$ cat src/hw/sfspi_regs.svh
// constants of the serial flash command front end
`ifndef SFSPI_REGS_SVH
`define SFSPI_REGS_SVH

// opcodes taken by the front end
`define SFSPI_OP_READ 8'h03
`define SFSPI_OP_READ_FAST 8'h0B
`define SFSPI_OP_READ_DUAL 8'h3B
`define SFSPI_OP_READ_QUAD 8'h6B
`define SFSPI_OP_ERASE_4K 8'h20
`define SFSPI_OP_ERASE_32K 8'h52
`define SFSPI_OP_ERASE_64K 8'hD8
`define SFSPI_OP_ERASE_CHIP_A 8'h60
`define SFSPI_OP_ERASE_CHIP_B 8'hC7
`define SFSPI_OP_PROGRAM 8'h02
`define SFSPI_OP_WREN 8'h06
`define SFSPI_OP_WRDI 8'h04

// last edge index of each frame field, one less than its length in serial clock edges
`define SFSPI_OPCODE_LAST 5'h07
`define SFSPI_ADDR_LAST 5'h17
`define SFSPI_DUMMY_LAST 5'h07
`define SFSPI_BYTE_LAST 5'h07

// array geometry, as low bit counts of each block
`define SFSPI_ERASE_4K_BITS 12
`define SFSPI_ERASE_32K_BITS 15
`define SFSPI_ERASE_64K_BITS 16
`define SFSPI_PAGE_BITS 8
`define SFSPI_SECTOR_LSB 16
`define SFSPI_HALF_BIT 15

// default effective address width (top location 3FFFFF)
`define SFSPI_ADDR_BITS 22

`endif

$ cat src/hw/sfspi_pkg.sv
// types of the serial flash command front end
package sfspi_pkg;

  // frame states, gray along opcode, address, dummy, data
  typedef enum logic [2:0] {
    ST_IDLE = 3'h0,
    ST_OPCODE = 3'h1,
    ST_ADDR = 3'h3,
    ST_DUMMY = 3'h2,
    ST_DATA_OUT = 3'h6,
    ST_DATA_IN = 3'h7,
    ST_DONE = 3'h5,
    ST_IGNORE = 3'h4
  } sfspi_state_t;

  // number of data lines driven per clock
  typedef enum logic [1:0] {
    LANE_1 = 2'h0,
    LANE_2 = 2'h1,
    LANE_4 = 2'h2
  } sfspi_lanes_t;

  // erase granularity of a command
  typedef enum logic [2:0] {
    ERASE_NONE = 3'h0,
    ERASE_4K = 3'h1,
    ERASE_32K = 3'h2,
    ERASE_64K = 3'h3,
    ERASE_CHIP = 3'h4
  } sfspi_erase_t;

  // decoded opcode properties
  typedef struct packed {
    logic supported;
    logic has_addr;
    logic has_dummy;
    logic rd;
    logic wr;
    sfspi_lanes_t lanes;
    sfspi_erase_t erase;
  } sfspi_op_info_t;

endpackage : sfspi_pkg

$ cat src/hw/sfspi_sync.sv
// two flip-flop synchroniser for the serial pins
`timescale 1ns/10ps
`default_nettype none

module sfspi_sync #(
  parameter int WIDTH = 6
) (
  input wire logic core_clk,
  input wire logic reset,
  input wire logic [WIDTH-1:0] async_in,
  output logic [WIDTH-1:0] sync_out
);

  // first stage is read only by the second stage
  logic [WIDTH-1:0] meta_r;
  logic [WIDTH-1:0] sync_r;

  // reset parks both stages high, like a deselected bus with pull-ups
  always_ff @(posedge core_clk) begin
    if (reset) begin
      meta_r <= '1;
      sync_r <= '1;
    end else begin
      meta_r <= async_in;
      sync_r <= meta_r;
    end
  end

  assign sync_out = sync_r;

endmodule : sfspi_sync

`default_nettype wire

$ cat src/hw/sfspi_front_end.sv
// serial command front end: framing, read lanes, address and geometry
`timescale 1ns/10ps
`default_nettype none
`include "sfspi_regs.svh"

module sfspi_front_end #(
  parameter int ADDR_BITS = `SFSPI_ADDR_BITS
) (
  input wire logic core_clk,
  input wire logic reset,
  input wire logic cs_n,
  input wire logic sck,
  input wire logic [3:0] quad_data_lines_in,
  output logic [3:0] quad_data_lines_out,
  output logic [3:0] quad_data_lines_oe,
  output logic [ADDR_BITS-1:0] rd_addr,
  input wire logic [7:0] rd_data,
  output logic cmd_start,
  output logic [7:0] cmd_opcode,
  output logic [ADDR_BITS-1:0] cmd_addr,
  output sfspi_pkg::sfspi_erase_t cmd_erase,
  output logic [ADDR_BITS-1:0] cmd_erase_base,
  output logic [ADDR_BITS-17:0] cmd_sector,
  output logic cmd_half,
  output logic cmd_end,
  output logic cmd_abort,
  output logic wr_valid,
  output logic [7:0] wr_data,
  output logic [ADDR_BITS-1:0] wr_addr
);

  localparam logic [ADDR_BITS-1:0] ADDR_ONE = ADDR_BITS'(1);

  // the sector and half split needs at least 17 address bits
  generate
    if (ADDR_BITS < 17 || ADDR_BITS > 24) begin : g_bad_width
      $error("ADDR_BITS must lie between 17 and 24");
    end
  endgenerate

  // opcode table lookup, used for the incoming and the held opcode
  function automatic sfspi_pkg::sfspi_op_info_t op_info(input logic [7:0] op);
    sfspi_pkg::sfspi_op_info_t info;
    info = '{1'b1, 1'b1, 1'b0, 1'b0, 1'b0, sfspi_pkg::LANE_1, sfspi_pkg::ERASE_NONE};
    case (op)
      `SFSPI_OP_READ: info.rd = 1'b1;
      `SFSPI_OP_READ_FAST: begin
        info.rd = 1'b1;
        info.has_dummy = 1'b1;
      end
      `SFSPI_OP_READ_DUAL: begin
        info.rd = 1'b1;
        info.has_dummy = 1'b1;
        info.lanes = sfspi_pkg::LANE_2;
      end
      `SFSPI_OP_READ_QUAD: begin
        info.rd = 1'b1;
        info.has_dummy = 1'b1;
        info.lanes = sfspi_pkg::LANE_4;
      end
      `SFSPI_OP_ERASE_4K: info.erase = sfspi_pkg::ERASE_4K;
      `SFSPI_OP_ERASE_32K: info.erase = sfspi_pkg::ERASE_32K;
      `SFSPI_OP_ERASE_64K: info.erase = sfspi_pkg::ERASE_64K;
      `SFSPI_OP_ERASE_CHIP_A, `SFSPI_OP_ERASE_CHIP_B: begin
        info.has_addr = 1'b0;
        info.erase = sfspi_pkg::ERASE_CHIP;
      end
      `SFSPI_OP_PROGRAM: info.wr = 1'b1;
      `SFSPI_OP_WREN, `SFSPI_OP_WRDI: info.has_addr = 1'b0;
      default: begin
        info.supported = 1'b0;
        info.has_addr = 1'b0;
      end
    endcase
    return info;
  endfunction : op_info

  function automatic logic [ADDR_BITS-1:0] erase_base(input logic [ADDR_BITS-1:0] a,
                                                      input sfspi_pkg::sfspi_erase_t k);
    logic [ADDR_BITS-1:0] m;
    m = '1;
    unique case (k)
      sfspi_pkg::ERASE_4K: m = m << `SFSPI_ERASE_4K_BITS;
      sfspi_pkg::ERASE_32K: m = m << `SFSPI_ERASE_32K_BITS;
      sfspi_pkg::ERASE_64K: m = m << `SFSPI_ERASE_64K_BITS;
      sfspi_pkg::ERASE_CHIP: m = '0;
      default: m = '1;
    endcase
    return a & m;
  endfunction : erase_base

  // top bits of the byte go out first on the highest lane in use
  function automatic logic [3:0] lane_bits(input logic [7:0] b, input sfspi_pkg::sfspi_lanes_t l);
    unique case (l)
      sfspi_pkg::LANE_2: return {2'h0, b[7:6]};
      sfspi_pkg::LANE_4: return b[7:4];
      default: return {2'h0, b[7], 1'b0};
    endcase
  endfunction : lane_bits

  // enables for each width, only the serial output line in single mode
  function automatic logic [3:0] lane_oe(input sfspi_pkg::sfspi_lanes_t l);
    unique case (l)
      sfspi_pkg::LANE_2: return 4'h3;
      sfspi_pkg::LANE_4: return 4'hF;
      default: return 4'h2;
    endcase
  endfunction : lane_oe

  // shift distance, the bits moved per fall, for each width
  function automatic logic [2:0] lane_step(input sfspi_pkg::sfspi_lanes_t l);
    unique case (l)
      sfspi_pkg::LANE_2: return 3'h2;
      sfspi_pkg::LANE_4: return 3'h4;
      default: return 3'h1;
    endcase
  endfunction : lane_step

  // all pins are foreign to core_clk, so each passes two flops
  logic [5:0] pins_s;
  sfspi_sync #(
    .WIDTH(6)
  ) u_sync (
    .core_clk(core_clk),
    .reset(reset),
    .async_in({cs_n, sck, quad_data_lines_in}),
    .sync_out(pins_s)
  );

  logic cs_n_s; // synchronised select, high when deselected
  logic sck_s; // synchronised serial clock
  logic si_s; // serial input lane
  logic sck_d_r; // previous clock sample for edge finding
  logic sck_rise; // one-cycle pulse per rising edge
  logic sck_fall; // one-cycle pulse per falling edge
  assign cs_n_s = pins_s[5];
  assign sck_s = pins_s[4];
  assign si_s = pins_s[0];

  // edges come from sample pairs, so the idle level never counts as an edge
  always_ff @(posedge core_clk) begin
    if (reset) begin
      // same level as the synchroniser's reset, so no false edge follows reset
      sck_d_r <= 1'b1;
    end else begin
      sck_d_r <= sck_s;
    end
  end
  assign sck_rise = sck_s & ~sck_d_r;
  assign sck_fall = ~sck_s & sck_d_r;

  // frame state and datapath
  sfspi_pkg::sfspi_state_t state_r, state_nxt;
  logic [4:0] cnt_r, cnt_nxt; // edges within the current field
  logic [23:0] sh_r, sh_nxt; // incoming shift register
  logic [7:0] op_r, op_nxt; // held opcode
  sfspi_pkg::sfspi_lanes_t lanes_r, lanes_nxt; // width of the read phase
  logic [7:0] out_sh_r, out_sh_nxt; // outgoing byte, msb at the top
  logic [2:0] phase_r, phase_nxt; // falls left in the current out byte
  logic [ADDR_BITS-9:0] page_r, page_nxt; // page of a program stream
  logic [7:0] idx_r, idx_nxt; // byte inside that page
  logic [3:0] out_r, out_nxt;
  logic [3:0] oe_r, oe_nxt;
  logic [ADDR_BITS-1:0] rd_addr_r, rd_addr_nxt;
  logic start_r, start_nxt;
  logic [ADDR_BITS-1:0] addr_r, addr_nxt;
  sfspi_pkg::sfspi_erase_t erase_r, erase_nxt;
  logic [ADDR_BITS-1:0] ebase_r, ebase_nxt;
  logic end_r, end_nxt;
  logic abort_r, abort_nxt;
  logic wv_r, wv_nxt;
  logic [7:0] wd_r, wd_nxt;
  logic [ADDR_BITS-1:0] wa_r, wa_nxt;
  sfspi_pkg::sfspi_op_info_t info_new; // decode of the opcode just completed
  sfspi_pkg::sfspi_op_info_t info_held; // decode of the held opcode
  logic [ADDR_BITS-1:0] addr_in_w; // address as completed, top bits dropped
  logic load_w; // a new read byte is fetched this cycle

  // built from the shift register and the live bit, so they never wait on sh_nxt;
  // only meaningful in a cycle with a rising edge, the only place they are used
  assign info_new = op_info({sh_r[6:0], si_s});
  assign info_held = op_info(op_r);
  // upper address bits fall away by truncation
  assign addr_in_w = {sh_r[ADDR_BITS-2:0], si_s};
  assign load_w = !cs_n_s && state_r == sfspi_pkg::ST_DATA_OUT && sck_fall && phase_r == 3'h0;

  // next-state logic for the whole frame
  always_comb begin
    state_nxt = state_r;
    cnt_nxt = cnt_r;
    sh_nxt = sh_r;
    op_nxt = op_r;
    lanes_nxt = lanes_r;
    out_sh_nxt = out_sh_r;
    phase_nxt = phase_r;
    page_nxt = page_r;
    idx_nxt = idx_r;
    out_nxt = out_r;
    oe_nxt = oe_r;
    rd_addr_nxt = rd_addr_r;
    addr_nxt = addr_r;
    erase_nxt = erase_r;
    ebase_nxt = ebase_r;
    wd_nxt = wd_r;
    wa_nxt = wa_r;
    start_nxt = 1'b0;
    end_nxt = 1'b0;
    abort_nxt = 1'b0;
    wv_nxt = 1'b0;
    // every input bit is taken on a rising edge, msb first
    if (sck_rise) begin
      sh_nxt = {sh_r[22:0], si_s};
    end
    if (cs_n_s) begin
      // deselect closes the frame in any state
      state_nxt = sfspi_pkg::ST_IDLE;
      oe_nxt = 4'h0;
      // truncated frames only report an abort
      abort_nxt = state_r == sfspi_pkg::ST_OPCODE || state_r == sfspi_pkg::ST_ADDR;
      end_nxt = state_r == sfspi_pkg::ST_DUMMY || state_r == sfspi_pkg::ST_DATA_OUT ||
                state_r == sfspi_pkg::ST_DATA_IN || state_r == sfspi_pkg::ST_DONE;
    end else begin
      unique case (state_r)
        // a frame opens only once select is seen
        sfspi_pkg::ST_IDLE: begin
          state_nxt = sfspi_pkg::ST_OPCODE;
          cnt_nxt = 5'h00;
        end
        // eight rising edges form the opcode
        sfspi_pkg::ST_OPCODE: begin
          if (sck_rise) begin
            cnt_nxt = cnt_r + 5'h01;
            if (cnt_r == `SFSPI_OPCODE_LAST) begin
              op_nxt = sh_nxt[7:0];
              lanes_nxt = info_new.lanes;
              cnt_nxt = 5'h00;
              if (!info_new.supported) begin
                state_nxt = sfspi_pkg::ST_IGNORE;
              end else if (info_new.has_addr) begin
                state_nxt = sfspi_pkg::ST_ADDR;
              end else begin
                // commands without address start right away
                state_nxt = sfspi_pkg::ST_DONE;
                start_nxt = 1'b1;
                erase_nxt = info_new.erase;
                addr_nxt = '0;
                ebase_nxt = '0;
              end
            end
          end
        end
        // twenty-four address bits follow the opcode
        sfspi_pkg::ST_ADDR: begin
          if (sck_rise) begin
            cnt_nxt = cnt_r + 5'h01;
            if (cnt_r == `SFSPI_ADDR_LAST) begin
              cnt_nxt = 5'h00;
              phase_nxt = 3'h0;
              start_nxt = 1'b1;
              addr_nxt = addr_in_w;
              erase_nxt = info_held.erase;
              ebase_nxt = erase_base(addr_in_w, info_held.erase);
              rd_addr_nxt = addr_in_w;
              page_nxt = addr_in_w[ADDR_BITS-1:`SFSPI_PAGE_BITS];
              idx_nxt = addr_in_w[`SFSPI_PAGE_BITS-1:0];
              if (info_held.has_dummy) begin
                state_nxt = sfspi_pkg::ST_DUMMY;
              end else if (info_held.rd) begin
                state_nxt = sfspi_pkg::ST_DATA_OUT;
              end else if (info_held.wr) begin
                state_nxt = sfspi_pkg::ST_DATA_IN;
              end else begin
                state_nxt = sfspi_pkg::ST_DONE;
              end
            end
          end
        end
        // one dummy byte before fast and multi-line reads
        sfspi_pkg::ST_DUMMY: begin
          if (sck_rise) begin
            cnt_nxt = cnt_r + 5'h01;
            if (cnt_r == `SFSPI_DUMMY_LAST) begin
              state_nxt = sfspi_pkg::ST_DATA_OUT;
            end
          end
        end
        // outputs move only on falling edges
        sfspi_pkg::ST_DATA_OUT: begin
          if (sck_fall) begin
            // dual read drives lines 1 and 0
            // quad read drives all four lines
            oe_nxt = lane_oe(lanes_r);
            if (phase_r == 3'h0) begin
              out_nxt = lane_bits(rd_data, lanes_r);
              out_sh_nxt = rd_data << lane_step(lanes_r);
              phase_nxt = (3'h7 / lane_step(lanes_r));
              // fetch address moves on, wrapping at the top
              rd_addr_nxt = rd_addr_r + ADDR_ONE;
            end else begin
              out_nxt = lane_bits(out_sh_r, lanes_r);
              out_sh_nxt = out_sh_r << lane_step(lanes_r);
              phase_nxt = phase_r - 3'h1;
            end
          end
        end
        // program data, one byte per eight rising edges
        sfspi_pkg::ST_DATA_IN: begin
          if (sck_rise) begin
            cnt_nxt = cnt_r + 5'h01;
            if (cnt_r == `SFSPI_BYTE_LAST) begin
              cnt_nxt = 5'h00;
              wv_nxt = 1'b1;
              wd_nxt = sh_nxt[7:0];
              // byte index wraps inside the page
              wa_nxt = {page_r, idx_r};
              idx_nxt = idx_r + 8'h01;
            end
          end
        end
        // command complete, further bits have no meaning
        sfspi_pkg::ST_DONE: begin
          state_nxt = sfspi_pkg::ST_DONE;
        end
        sfspi_pkg::ST_IGNORE: begin
          state_nxt = sfspi_pkg::ST_IGNORE;
        end
      endcase
    end
  end

  // register stage for the frame
  always_ff @(posedge core_clk) begin
    if (reset) begin
      state_r <= sfspi_pkg::ST_IDLE;
      cnt_r <= 5'h00;
      sh_r <= 24'h000000;
      op_r <= 8'h00;
      lanes_r <= sfspi_pkg::LANE_1;
      out_sh_r <= 8'h00;
      phase_r <= 3'h0;
      page_r <= '0;
      idx_r <= 8'h00;
      out_r <= 4'h0;
      oe_r <= 4'h0;
      rd_addr_r <= '0;
      start_r <= 1'b0;
      addr_r <= '0;
      erase_r <= sfspi_pkg::ERASE_NONE;
      ebase_r <= '0;
      end_r <= 1'b0;
      abort_r <= 1'b0;
      wv_r <= 1'b0;
      wd_r <= 8'h00;
      wa_r <= '0;
    end else begin
      state_r <= state_nxt;
      cnt_r <= cnt_nxt;
      sh_r <= sh_nxt;
      op_r <= op_nxt;
      lanes_r <= lanes_nxt;
      out_sh_r <= out_sh_nxt;
      phase_r <= phase_nxt;
      page_r <= page_nxt;
      idx_r <= idx_nxt;
      out_r <= out_nxt;
      oe_r <= oe_nxt;
      rd_addr_r <= rd_addr_nxt;
      start_r <= start_nxt;
      addr_r <= addr_nxt;
      erase_r <= erase_nxt;
      ebase_r <= ebase_nxt;
      end_r <= end_nxt;
      abort_r <= abort_nxt;
      wv_r <= wv_nxt;
      wd_r <= wd_nxt;
      wa_r <= wa_nxt;
    end
  end

  // outputs straight from flops
  assign quad_data_lines_out = out_r;
  assign quad_data_lines_oe = oe_r;
  assign rd_addr = rd_addr_r;
  assign cmd_start = start_r;
  assign cmd_opcode = op_r;
  assign cmd_addr = addr_r;
  assign cmd_erase = erase_r;
  assign cmd_erase_base = ebase_r;
  // sector number and half come from the held address
  assign cmd_sector = addr_r[ADDR_BITS-1:`SFSPI_SECTOR_LSB];
  assign cmd_half = addr_r[`SFSPI_HALF_BIT];
  assign cmd_end = end_r;
  assign cmd_abort = abort_r;
  assign wr_valid = wv_r;
  assign wr_data = wd_r;
  assign wr_addr = wa_r;

  // checks on the frame
  logic rd_msb; // helper for the msb check
  assign rd_msb = rd_data[7];
endmodule : sfspi_front_end

`default_nettype wire

$ cat config.mk
export PLATFORM = sky130hd
export DESIGN_NAME = sfspi_front_end
export DESIGN_NICKNAME = d
export VERILOG_FILES = /design/src/hw/sfspi_pkg.sv /design/src/hw/sfspi_sync.sv /design/src/hw/sfspi_front_end.sv
export VERILOG_INCLUDE_DIRS = /design/src /design/src/hw
export SDC_FILE = /design/constraint.sdc
export NUM_CORES = 1
export LEC_CHECK = 0
export BUFFER_PORTS_ARGS = -buffer_cell sky130_fd_sc_hd__buf_2
export CAP_MARGIN = 20
export CORE_MARGIN = 2
export CORE_UTILIZATION = 26
export CTS_CLUSTER_DIAMETER = 200
export DETAILED_ROUTE_END_ITERATION = 6
export SYNTH_ARGS = -nofsm -noshare
export SYNTH_HDL_FRONTEND = slang
export SYNTH_SLANG_ARGS = --single-unit
$ cat constraint.sdc
create_clock -name core_clk -period 2.6 [get_ports core_clk]
set_input_delay 0.52 -clock core_clk [delete_from_list [all_inputs] [get_ports core_clk]]
set_output_delay 0.52 -clock core_clk [all_outputs]
set_load 0.02 [all_outputs]
=== Word-level counts from Yosys, hierarchy flattened ===
Cells that the tools add are included.

* Register bits: 196
* Input bits: 16

* Shift-type cells: 2
* Equality and inequality tests: 50
* Bitwise gates (word level): 8
* Multiplexer cells: 84
* Add/subtract/negate cells: 4
* Divide/modulo/power cells: 1
* Reduce and logical (&&, ||, !) cells: 32

{| class="wikitable"
|+ Operators by type and width
! kind !! count
|-
| $mux W22 || 14
|-
| $pmux W22 S2 || 3
|-
| $pmux W22 S4 || 1
|-
| $mux W3 || 27
|-
| $eq A8 B7 Y1 const B || 6
|-
| $mux W8 || 6
|-
| $eq A8 B2 Y1 const B || 4
|-
| $eq A8 B6 Y1 const B || 4
|-
| $eq A8 B8 Y1 const B || 4
|-
| $mux W5 || 5
|-
| $pmux W3 S4 || 2
|-
| $pmux W4 S2 || 3
|-
| $add A22 B1 Y22 const B || 1
|-
| $and A22 B22 Y22 || 1
|-
| $pmux W5 S4 || 1
|-
| $pmux W3 S2 || 3
|-
| $pmux W3 S6 || 1
|-
| $eq A8 B3 Y1 const B || 2
|-
| $eq A8 B4 Y1 const B || 2
|-
| $pmux W8 S2 || 1
|-
| $shl A8 B3 Y8 || 2
|-
| $eq A3 B3 Y1 const B || 5
|-
| $ne A2 B2 Y1 const B || 7
|-
| $eq A3 B2 Y1 const B || 4
|-
| 34 further kinds || 72
|}

=== Depth between registers and ports, before layout ===
Gate-level depths: netlist (run 1).

* Depth in word-level cells: 13
* Depth in mapped cells: 9
* Depth with buffers taken out: 7

=== Hierarchy ===
A second synthesis (run 1) with hierarchy kept.

* Cell total of the unflattened synthesis: 1107
* Area total of the unflattened synthesis: 9173.8 um^2

{| class="wikitable"
|+ Modules (own cells, without submodules)
! module !! times used !! cells each !! area an instance (um^2)
|-
| sfspi_front_end || 1 || 1082 || 8853.5
|-
| sfspi_sync || 1 || 25 || 320.3
|}

=== Worst setup path after synthesis (run 1) ===
OpenSTA, ideal clock, no wires.

* Path type: flip-flop to flip-flop
* From: register phase_r[0]
* To: register out_sh_r[7]
* Slack: 432 ps
* Library setup time: 58 ps
* Data arrival time: 2109 ps
* Stages on the path, launching flop included: 10
* Clock period less this slack: 2168 ps
* Cell sequence: dfxtp_1 > inv_1 > ha_1 > nor2b_1 > buf_2 > buf_6 > mux2i_1 > mux4_2 > a2111oi_0 > a31o_2

* Cells in the longest elaborated chain, start to end: 2

{| class="wikitable"
|+ Ends and longest elaborated chain
! element !! RTL line !! text
|-
| from (decl) || sfspi_front_end.sv:159 || <nowiki>logic [2:0] phase_r, phase_nxt;</nowiki>
|-
| from (signal assigned) || sfspi_front_end.sv:362 || <nowiki>phase_r <= phase_nxt;</nowiki>
|-
| $logic_not A3 Y1 || sfspi_front_end.sv:293 || <nowiki>if (phase_r == 3'h0) begin</nowiki>
|-
| $mux W8 || sfspi_front_end.sv:293 ||
|-
| to (signal assigned) || sfspi_front_end.sv:361 || <nowiki>out_sh_r <= out_sh_nxt;</nowiki>
|-
| to (decl) || sfspi_front_end.sv:158 || <nowiki>logic [7:0] out_sh_r, out_sh_nxt;</nowiki>
|}

No other way between the ends.
A chain may end at the register's enable or synchronous reset.

=== Worst setup path in the final report (run 1) ===
Ends and elaborated chain as after synthesis.

==> summary.txt, run 1 <==
Outcome
  • Status: completed

STA
  • Final setup violation count: 0
  • Setup TNS: 0 ns
  • Setup repair after global routing missed its margin: no
  • Fmax: 428 MHz
  • Post-route minimum period: 2.34 ns
  • Final Hold Vio Count: 0
  • Max_slew headroom: 0.522
  • Clock Skew: 0.0102 ns
  • Fin crit share: 0.899
  • Max Slew Vio Count: 0
  • Hold slack: 0.259 ns
  • Worst slew pin tran: 0.710 ns

Power and ir drop
  • Pint: 4.43 mW
  • Clk pwr share: 0.474
  • Pleak: 3.98 nW
  • Sw Share: 0.235
  • Sequential power share: 0.502
  • Sw Pwr: 1.36 mW
  • Gate power share: 0.024
  • PD cells: 553 nW/um2
  • Final Total Pwr: 5.79 mW
  • Maximum VDD drop: 0.000450 V

Die
  • Die area: 34800 um2
  • # rows: 66
  • Die span in y: 186 um
  • Initial Util: 0.265
  • Core area: 32600 um2
  • Chip width: 186 um
  • Io pins: 142

Hold path
  • Hold Path Origin: cs_n
  • Worst Hold Class: input port to flip-flop

Critical path
  • Worst path slowest cell: mux4_2
  • CP max stage delay: 0.50 ns
  • Crit path cell chain: inv_1 > ha_1 > nor2b_1 > buf_12 > mux2i_1 > mux4_2 > a2111oi_0 > a31o_2
  • Worst Reg2Reg Path Length in Cells: 8
  • Worst setup EP type: flip-flop
  • CP required: 2.99 ns
  • Worst R2R Setup Slack: 0.26 ns
  • Crit path launch type: flip-flop
  • Worst reg2reg path startpoint: phase_r[0]
  • Crit path max fanout: 12
  • Reg-to-reg endpoint: out_sh_r[7]
  • CP Launch Point: phase_r[0]
  • Worst setup endpoint: out_sh_r[7]
  • Crit path arrival time: 2.72 ns
  • CP Class: flip-flop to flip-flop

Global routing
  • GRT met3 Usage: 0.0357
  • Met2 usage: 0.238
  • Congestion Overflow GR: 0
  • M1 GR Usage: 0.220
  • Largest net degree at the start of global routing: 99
  • Global-route wire length before repair: 43.3 mm
  • GRT busiest layer: met2
  • Initial antenna violation count: 0
  • Vias in the first global route: 7448
  • Overall Global Routing Usage: 0.157

Final layout
  • Area of the multi-input gates: 4270 um2
  • Layout cells sized above 1: 0.212
  • Seq. cell area: 3780 um2
  • Final Util: 0.321
  • Nets@finish: 1156
  • Ant diodes: 0
  • FILL cells: 3433
  • Area delta synth->final: 21.0%

Place
  • Routability cong.: 0.879
  • DP Wirelength: 19.7 mm
  • Port Buffer Count: 138

Synthesis
  • Sequential fraction of the synthesis area: 0.437
  • Synthesized cell area: 8650 um2
  • Dominant cells by area after synthesis: dfxtp_1 44%, nand2_1 6.6%, a21oi_1 6.0%
  • Mapped Nets: 1050
  • Post-Syn Instances: 1026
  • Count leader, synth: dfxtp_1
  • Top cells by count, synth: 189 x dfxtp_1, 153 x nand2_1, 104 x a21oi_1, 76 x nor2_1, 62 x clkbuf_1
  • FF+latch count, synth: 189
  • Post-synth cell types: 70
  • Commonest register cell after synthesis: dfxtp_1
  • Synth area leader: dfxtp_1
  • Synth Warn #: 0
  • Yosys top cell area share: 0.437
  • Post-synth ARST share: 0
  • Syn Area/Cell: 8.44 um2
  • Post-synth EDFFs: 0

Drt
  • Pre-Repair DR Iteration Count: 5
  • DR iter-0 viols: 703
  • Vias/cell: 5.07
  • Wirelength per Cell: 17.4 um
  • Final wirelength: 27.6 mm
  • Total number of vias: 8051
  • # DRC: 0
  • Detail Route Antenna Nets: 0

Clock network
  • CTS sink cnt: 189
  • Clk root buf: clkbuf_16
  • CTS Buf Count: 17
  • CTS tree: built
  • CTS hold repair buffers: 0
  • Post-cts sizing count: 0
  • Clk buf depth: 2
  • Post-CTS setup repair buffer count: 0
  • H-tree depth: 4
  • Clock slew at the register clock pins of the worst setup and hold paths: 0.08 ns
  • Clk_lat worst skew: 0.45 ns

Run
  • Max-cap violation count: 0
per-stage QoR:
stage / area, um2 / worst slack [ns] / cells
3_5_place_dp: 9840 / 0.189 / 1554
5_1_grt: 10500 / 0.0965 / 1587
2_1_floorplan: 8650 / 0.432 / 1026
4_1_cts: 10500 / 0.174 / 1586
6_report: 10500 / 0.261 / 1587
3_3_place_gp: 9840 / 0.223 / 1554
registers in the layout, summed over array words and instances (netlist names), 2 cells and up:
name	cells
quad_data_lines_out	4
rd_addr	22
u_sync.meta_r	3
idx_r	8
state_r	3
u_sync.sync_out	3
quad_data_lines_oe	3
cmd_erase	3
page_r	14
cmd_erase_base	22
phase_r	3
cnt_r	5
out_sh_r	8
cmd_addr	22
cmd_opcode	8
wr_addr	22
sh_r	21
lanes_r	2
wr_data	8
power by group through the flow:
stage / clock network [mW] / registers [mW] / logic, mW
after floorplan: 0 / 2.97 / 0.0900
after global placement: 0 / 2.97 / 0.135
after detailed placement: 0 / 2.97 / 0.136
after CTS: 2.81 / 2.91 / 0.137
after global routing: 2.92 / 2.91 / 0.150
final: 2.74 / 2.91 / 0.137
metal layers:
metal | up-vias | part of all wire
met4 | 0 | 0.020
met3 | 34 | 0.068
met5 | - | 0
met2 | 257 | 0.44
met1 | 3846 | 0.47
li1 | 3914 | -
critical path, delay by kind of cell (launching register included):
kind | cells | cell delay, ns
compound gates | 2 | 0.57
flops | 1 | 0.32
simple gates | 1 | 0.27
mux | 2 | 0.65
fa+ha+maj | 1 | 0.20
buf+inv | 2 | 0.27
cell usage in the layout (no fill, tap or decap), drive strengths merged, types with 13 or more instances in the layout:
cell,count
a21oi,104
inv,51
buf,179
o32ai,17
nand4,13
nor3,22
clkbuf,18
nand3,22
nor2,76
a211oi,27
nand2,153
o21ai,36
a32o,33
mux2i,15
dfxtp,189
worst min path at each step:
stage               slack, ns                 end  cells past startpoint
finish                   0.26    u_sync.meta_r[5]                      2
global route             0.25    u_sync.meta_r[5]                      2
CTS                      0.24    u_sync.meta_r[5]                      2
detailed placement       0.40  u_sync.sync_out[4]                      1
global placement         0.39  u_sync.sync_out[0]                      1
floorplan                0.39  u_sync.sync_out[0]                      1
logic make-up (layout without fill, tap and decap cells):
group	count (synthesis)	count (layout)	share of synthesized area
multiplexers	25	25	0.0395
flip-flops	189	189	0.437
XOR/XNOR	5	5	0.00506
AO/OA/AOI/OAI	287	287	0.228
AND/OR/NAND/NOR	374	374	0.209
adder cells (fa/ha/maj)	8	8	0.0116
buffers and inverters	138	257	0.0701
area by class of cell:
cell class,count,area share
Clock inverter,14,0.0166
Clock buffer,18,0.0419
Inverter,46,0.0165
Sequential cell,189,0.361
Tap cell,442,0.0528
Multi-Input combinational cell,699,0.408
Timing Repair Buffer,179,0.103
No activity file was read; power rests on OpenSTA's default activity.
==> run 2: changes to the inputs <==
--- a/config.mk
+++ b/config.mk
@@ -12,6 +12,7 @@
 export CORE_UTILIZATION = 26
 export CTS_CLUSTER_DIAMETER = 200
 export DETAILED_ROUTE_END_ITERATION = 6
+export PLACE_DENSITY = 0.46
 export SYNTH_ARGS = -nofsm -noshare
 export SYNTH_HDL_FRONTEND = slang
 export SYNTH_SLANG_ARGS = --single-unit
==> summary.txt, run 2 (same netlist as run 1, synthesis figures left out) <==
Clock network
  • CTS tree: built
  • Post-cts sizing count: 0 (unchanged)
  • Clk root buf: clkbuf_16
  • CTS hold repair buffers: 0 (unchanged)
  • Clk buf depth: 2 (unchanged)
  • CTS sink cnt: 189 (unchanged)
  • Clk_lat worst skew: 0.45 ns (about the same)
  • H-tree depth: 4 (unchanged)
  • Post-CTS setup repair buffer count: 0 (unchanged)
  • CTS Buf Count: 17 (unchanged)
  • Clock slew at the register clock pins of the worst setup and hold paths: 0.07 ns (about the same)

Drt
  • DR iter-0 viols: 629 (-11%)
  • Detail Route Antenna Nets: 0 (unchanged)
  • Final wirelength: 28.2 mm (+2.1%)
  • Vias/cell: 4.97 (-1.9%)
  • Total number of vias: 7914 (-1.7%)
  • # DRC: 0 (unchanged)
  • Wirelength per Cell: 17.7 um (+1.9%)
  • Pre-Repair DR Iteration Count: 5 (unchanged)

Place
  • DP Wirelength: 19.6 mm (-0.59%)
  • Port Buffer Count: 138 (unchanged)
  • Place WS: 0.278 ns (+0.0891 ns)
  • Routability cong.: 0.833 (-5.2%)

Final layout
  • Area delta synth->final: 21.1% (about the same)
  • Nets@finish: 1160 (+0.35%)
  • Most frequent cells in the layout: 189 x dfxtp_1, 153 x nand2_1, 137 x buf_2, 103 x a21oi_1, 76 x nor2_1
  • Most common cell after layout, fill and taps aside: dfxtp_1
  • Ant diodes: 0 (unchanged)
  • Layout cells sized above 1: 0.216 (+0.00361)

Power and ir drop
  • Sw Share: 0.247 (+0.0112)
  • Sw Pwr: 1.41 mW (+3.2%)
  • Clk pwr share: 0.465 (-0.009)
  • Maximum VDD drop: 0.000479 V (+6.3%)
  • Sequential power share: 0.509 (+0.007)
  • PD cells: 544 nW/um2 (-1.5%)
  • Pint: 4.30 mW (-2.9%)
  • Gate power share: 0.025 (about the same)
  • Pleak: 3.98 nW (about the same)

Critical path
  • Buffer and inverter count on the worst path: 1 (-1)
  • Crit path launch type: flip-flop
  • Worst setup EP type: flip-flop
  • Worst path slowest cell: or4_4
  • Crit path max fanout: 35 (+23)
  • CP Class: flip-flop to flip-flop
  • Crit path cell chain: nand4bb_1 > or4_4 > a311oi_4 > o211ai_4 > buf_4 > a32o_1
  • Crit path max-delay family: compound AO/OA/AOI/OAI gates
  • CP required: 2.94 ns (-0.05 ns)
  • CP max stage delay: 0.46 ns (-0.04 ns)
  • Worst R2R Setup Slack: 0.27 ns (about the same)
  • Crit path arrival time: 2.67 ns (-0.05 ns)

STA
  • Final setup violation count: 0 (unchanged)
  • Post-route minimum period: 2.33 ns (-0.0102 ns)
  • Clock Skew: 0.0136 ns (+0.00339 ns)
  • Max Slew Vio Count: 0 (unchanged)
  • Setup slack after layout: 0.272 ns (+0.0102 ns)
  • Setup TNS: 0 ns (unchanged)
  • Fin crit share: 0.896 (-0.00394)
  • Fmax: 429 MHz (+0.44%)
  • Setup repair after global routing missed its margin: no
  • Worst slew pin tran: 0.693 ns (-0.0174 ns)
  • Max_slew headroom: 0.538 (+0.0160)
  • Final Hold Vio Count: 0 (unchanged)

Die
  • Die area: 34800 um2 (unchanged)
  • Initial Util: 0.265 (unchanged)
  • Chip width: 186 um (unchanged)
  • # rows: 66 (unchanged)
  • Io pins: 142 (unchanged)
  • Core area: 32600 um2 (unchanged)
  • Die span in y: 186 um (unchanged)

Global routing
  • Largest net degree at the start of global routing: 88 (-11%)
  • Initial antenna violation count: 0 (unchanged)
  • Global-route wire length before repair: 44.4 mm (+2.6%)
  • Overall Global Routing Usage: 0.162 (+0.00506)
  • Congestion Overflow GR: 0 (unchanged)
  • Vias in the first global route: 7401 (-0.63%)

Outcome
  • Status: completed

Hold path
  • Worst Hold Class: input port to flip-flop

Run
  • Max-cap violation count: 0 (unchanged)
[run 2: changes by cell type in the layout (fill, tap and decap cells not counted), sizes merged]
cell	delta
clkinv	+3
buf	+4
clkinvlp	+1
inv	-2
bufinv	-1
clkbuf	-1
[run 2: final timing paths]
check | cells past startpoint | endpoint | startpoint
max | 6 | cmd_addr[12] | sh_r[3]
min | 2 | u_sync.meta_r[0] | quad_data_lines_in[0]
max reg2reg | 6 | cmd_addr[12] | sh_r[3]
min reg2reg | 1 | u_sync.sync_out[5] | u_sync.meta_r[5]
[run 2: worst reg2reg max path: cells and delay by family, from the launching register on]
kind,cells,cell delay (ns)
flip-flops,1,0.44
AO/OA/AOI/OAI,3,0.79
buffers and inverters,1,0.28
AND/OR/NAND/NOR,2,0.71
[run 2: metrics by stage]
stage               area [um2]  hold slack (ns)  utilization  std cells  power (mW)
CTS                      10500            0.229        0.321       1591        5.79
finish                   10500            0.251        0.321       1591        5.70
detailed placement        9890            0.397        0.303       1559        3.12
floorplan                 8650            0.389            -       1026        3.06
global placement          9890            0.394        0.303       1559        3.12
global route             10500            0.234        0.321       1591        5.91
[run 2: power groups by stage]
| stage | sequential [mW] | combinational, mW | clock (mW) |
|---|---|---|---|
| 6_report | 2.91 | 0.145 | 2.65 |
| 4_1_cts | 2.91 | 0.147 | 2.74 |
| 2_1_floorplan | 2.97 | 0.0900 | 0 |
| 3_5_place_dp | 2.97 | 0.147 | 0 |
| 5_1_grt | 2.91 | 0.158 | 2.85 |
| 3_3_place_gp | 2.97 | 0.147 | 0 |
[run 2: area by class of cell]
type                    instances  area, um2
fillers                      3463      22100
multi-input cells             699       4280
flip-flops and latches        189       3780
repair buffers                183       1110
well taps                     442        553
clock buffers                  17        425
inverters                      46        173
clock inverters                15        158
[run 2: layer usage]
metal,share of wire,up-vias,track usage
met3,0.037,25,0.0256
met2,0.44,187,0.243
met1,0.51,3787,0.238
li1,-,3915,-
met4,0.015,0,0.0502
met5,0,-,0
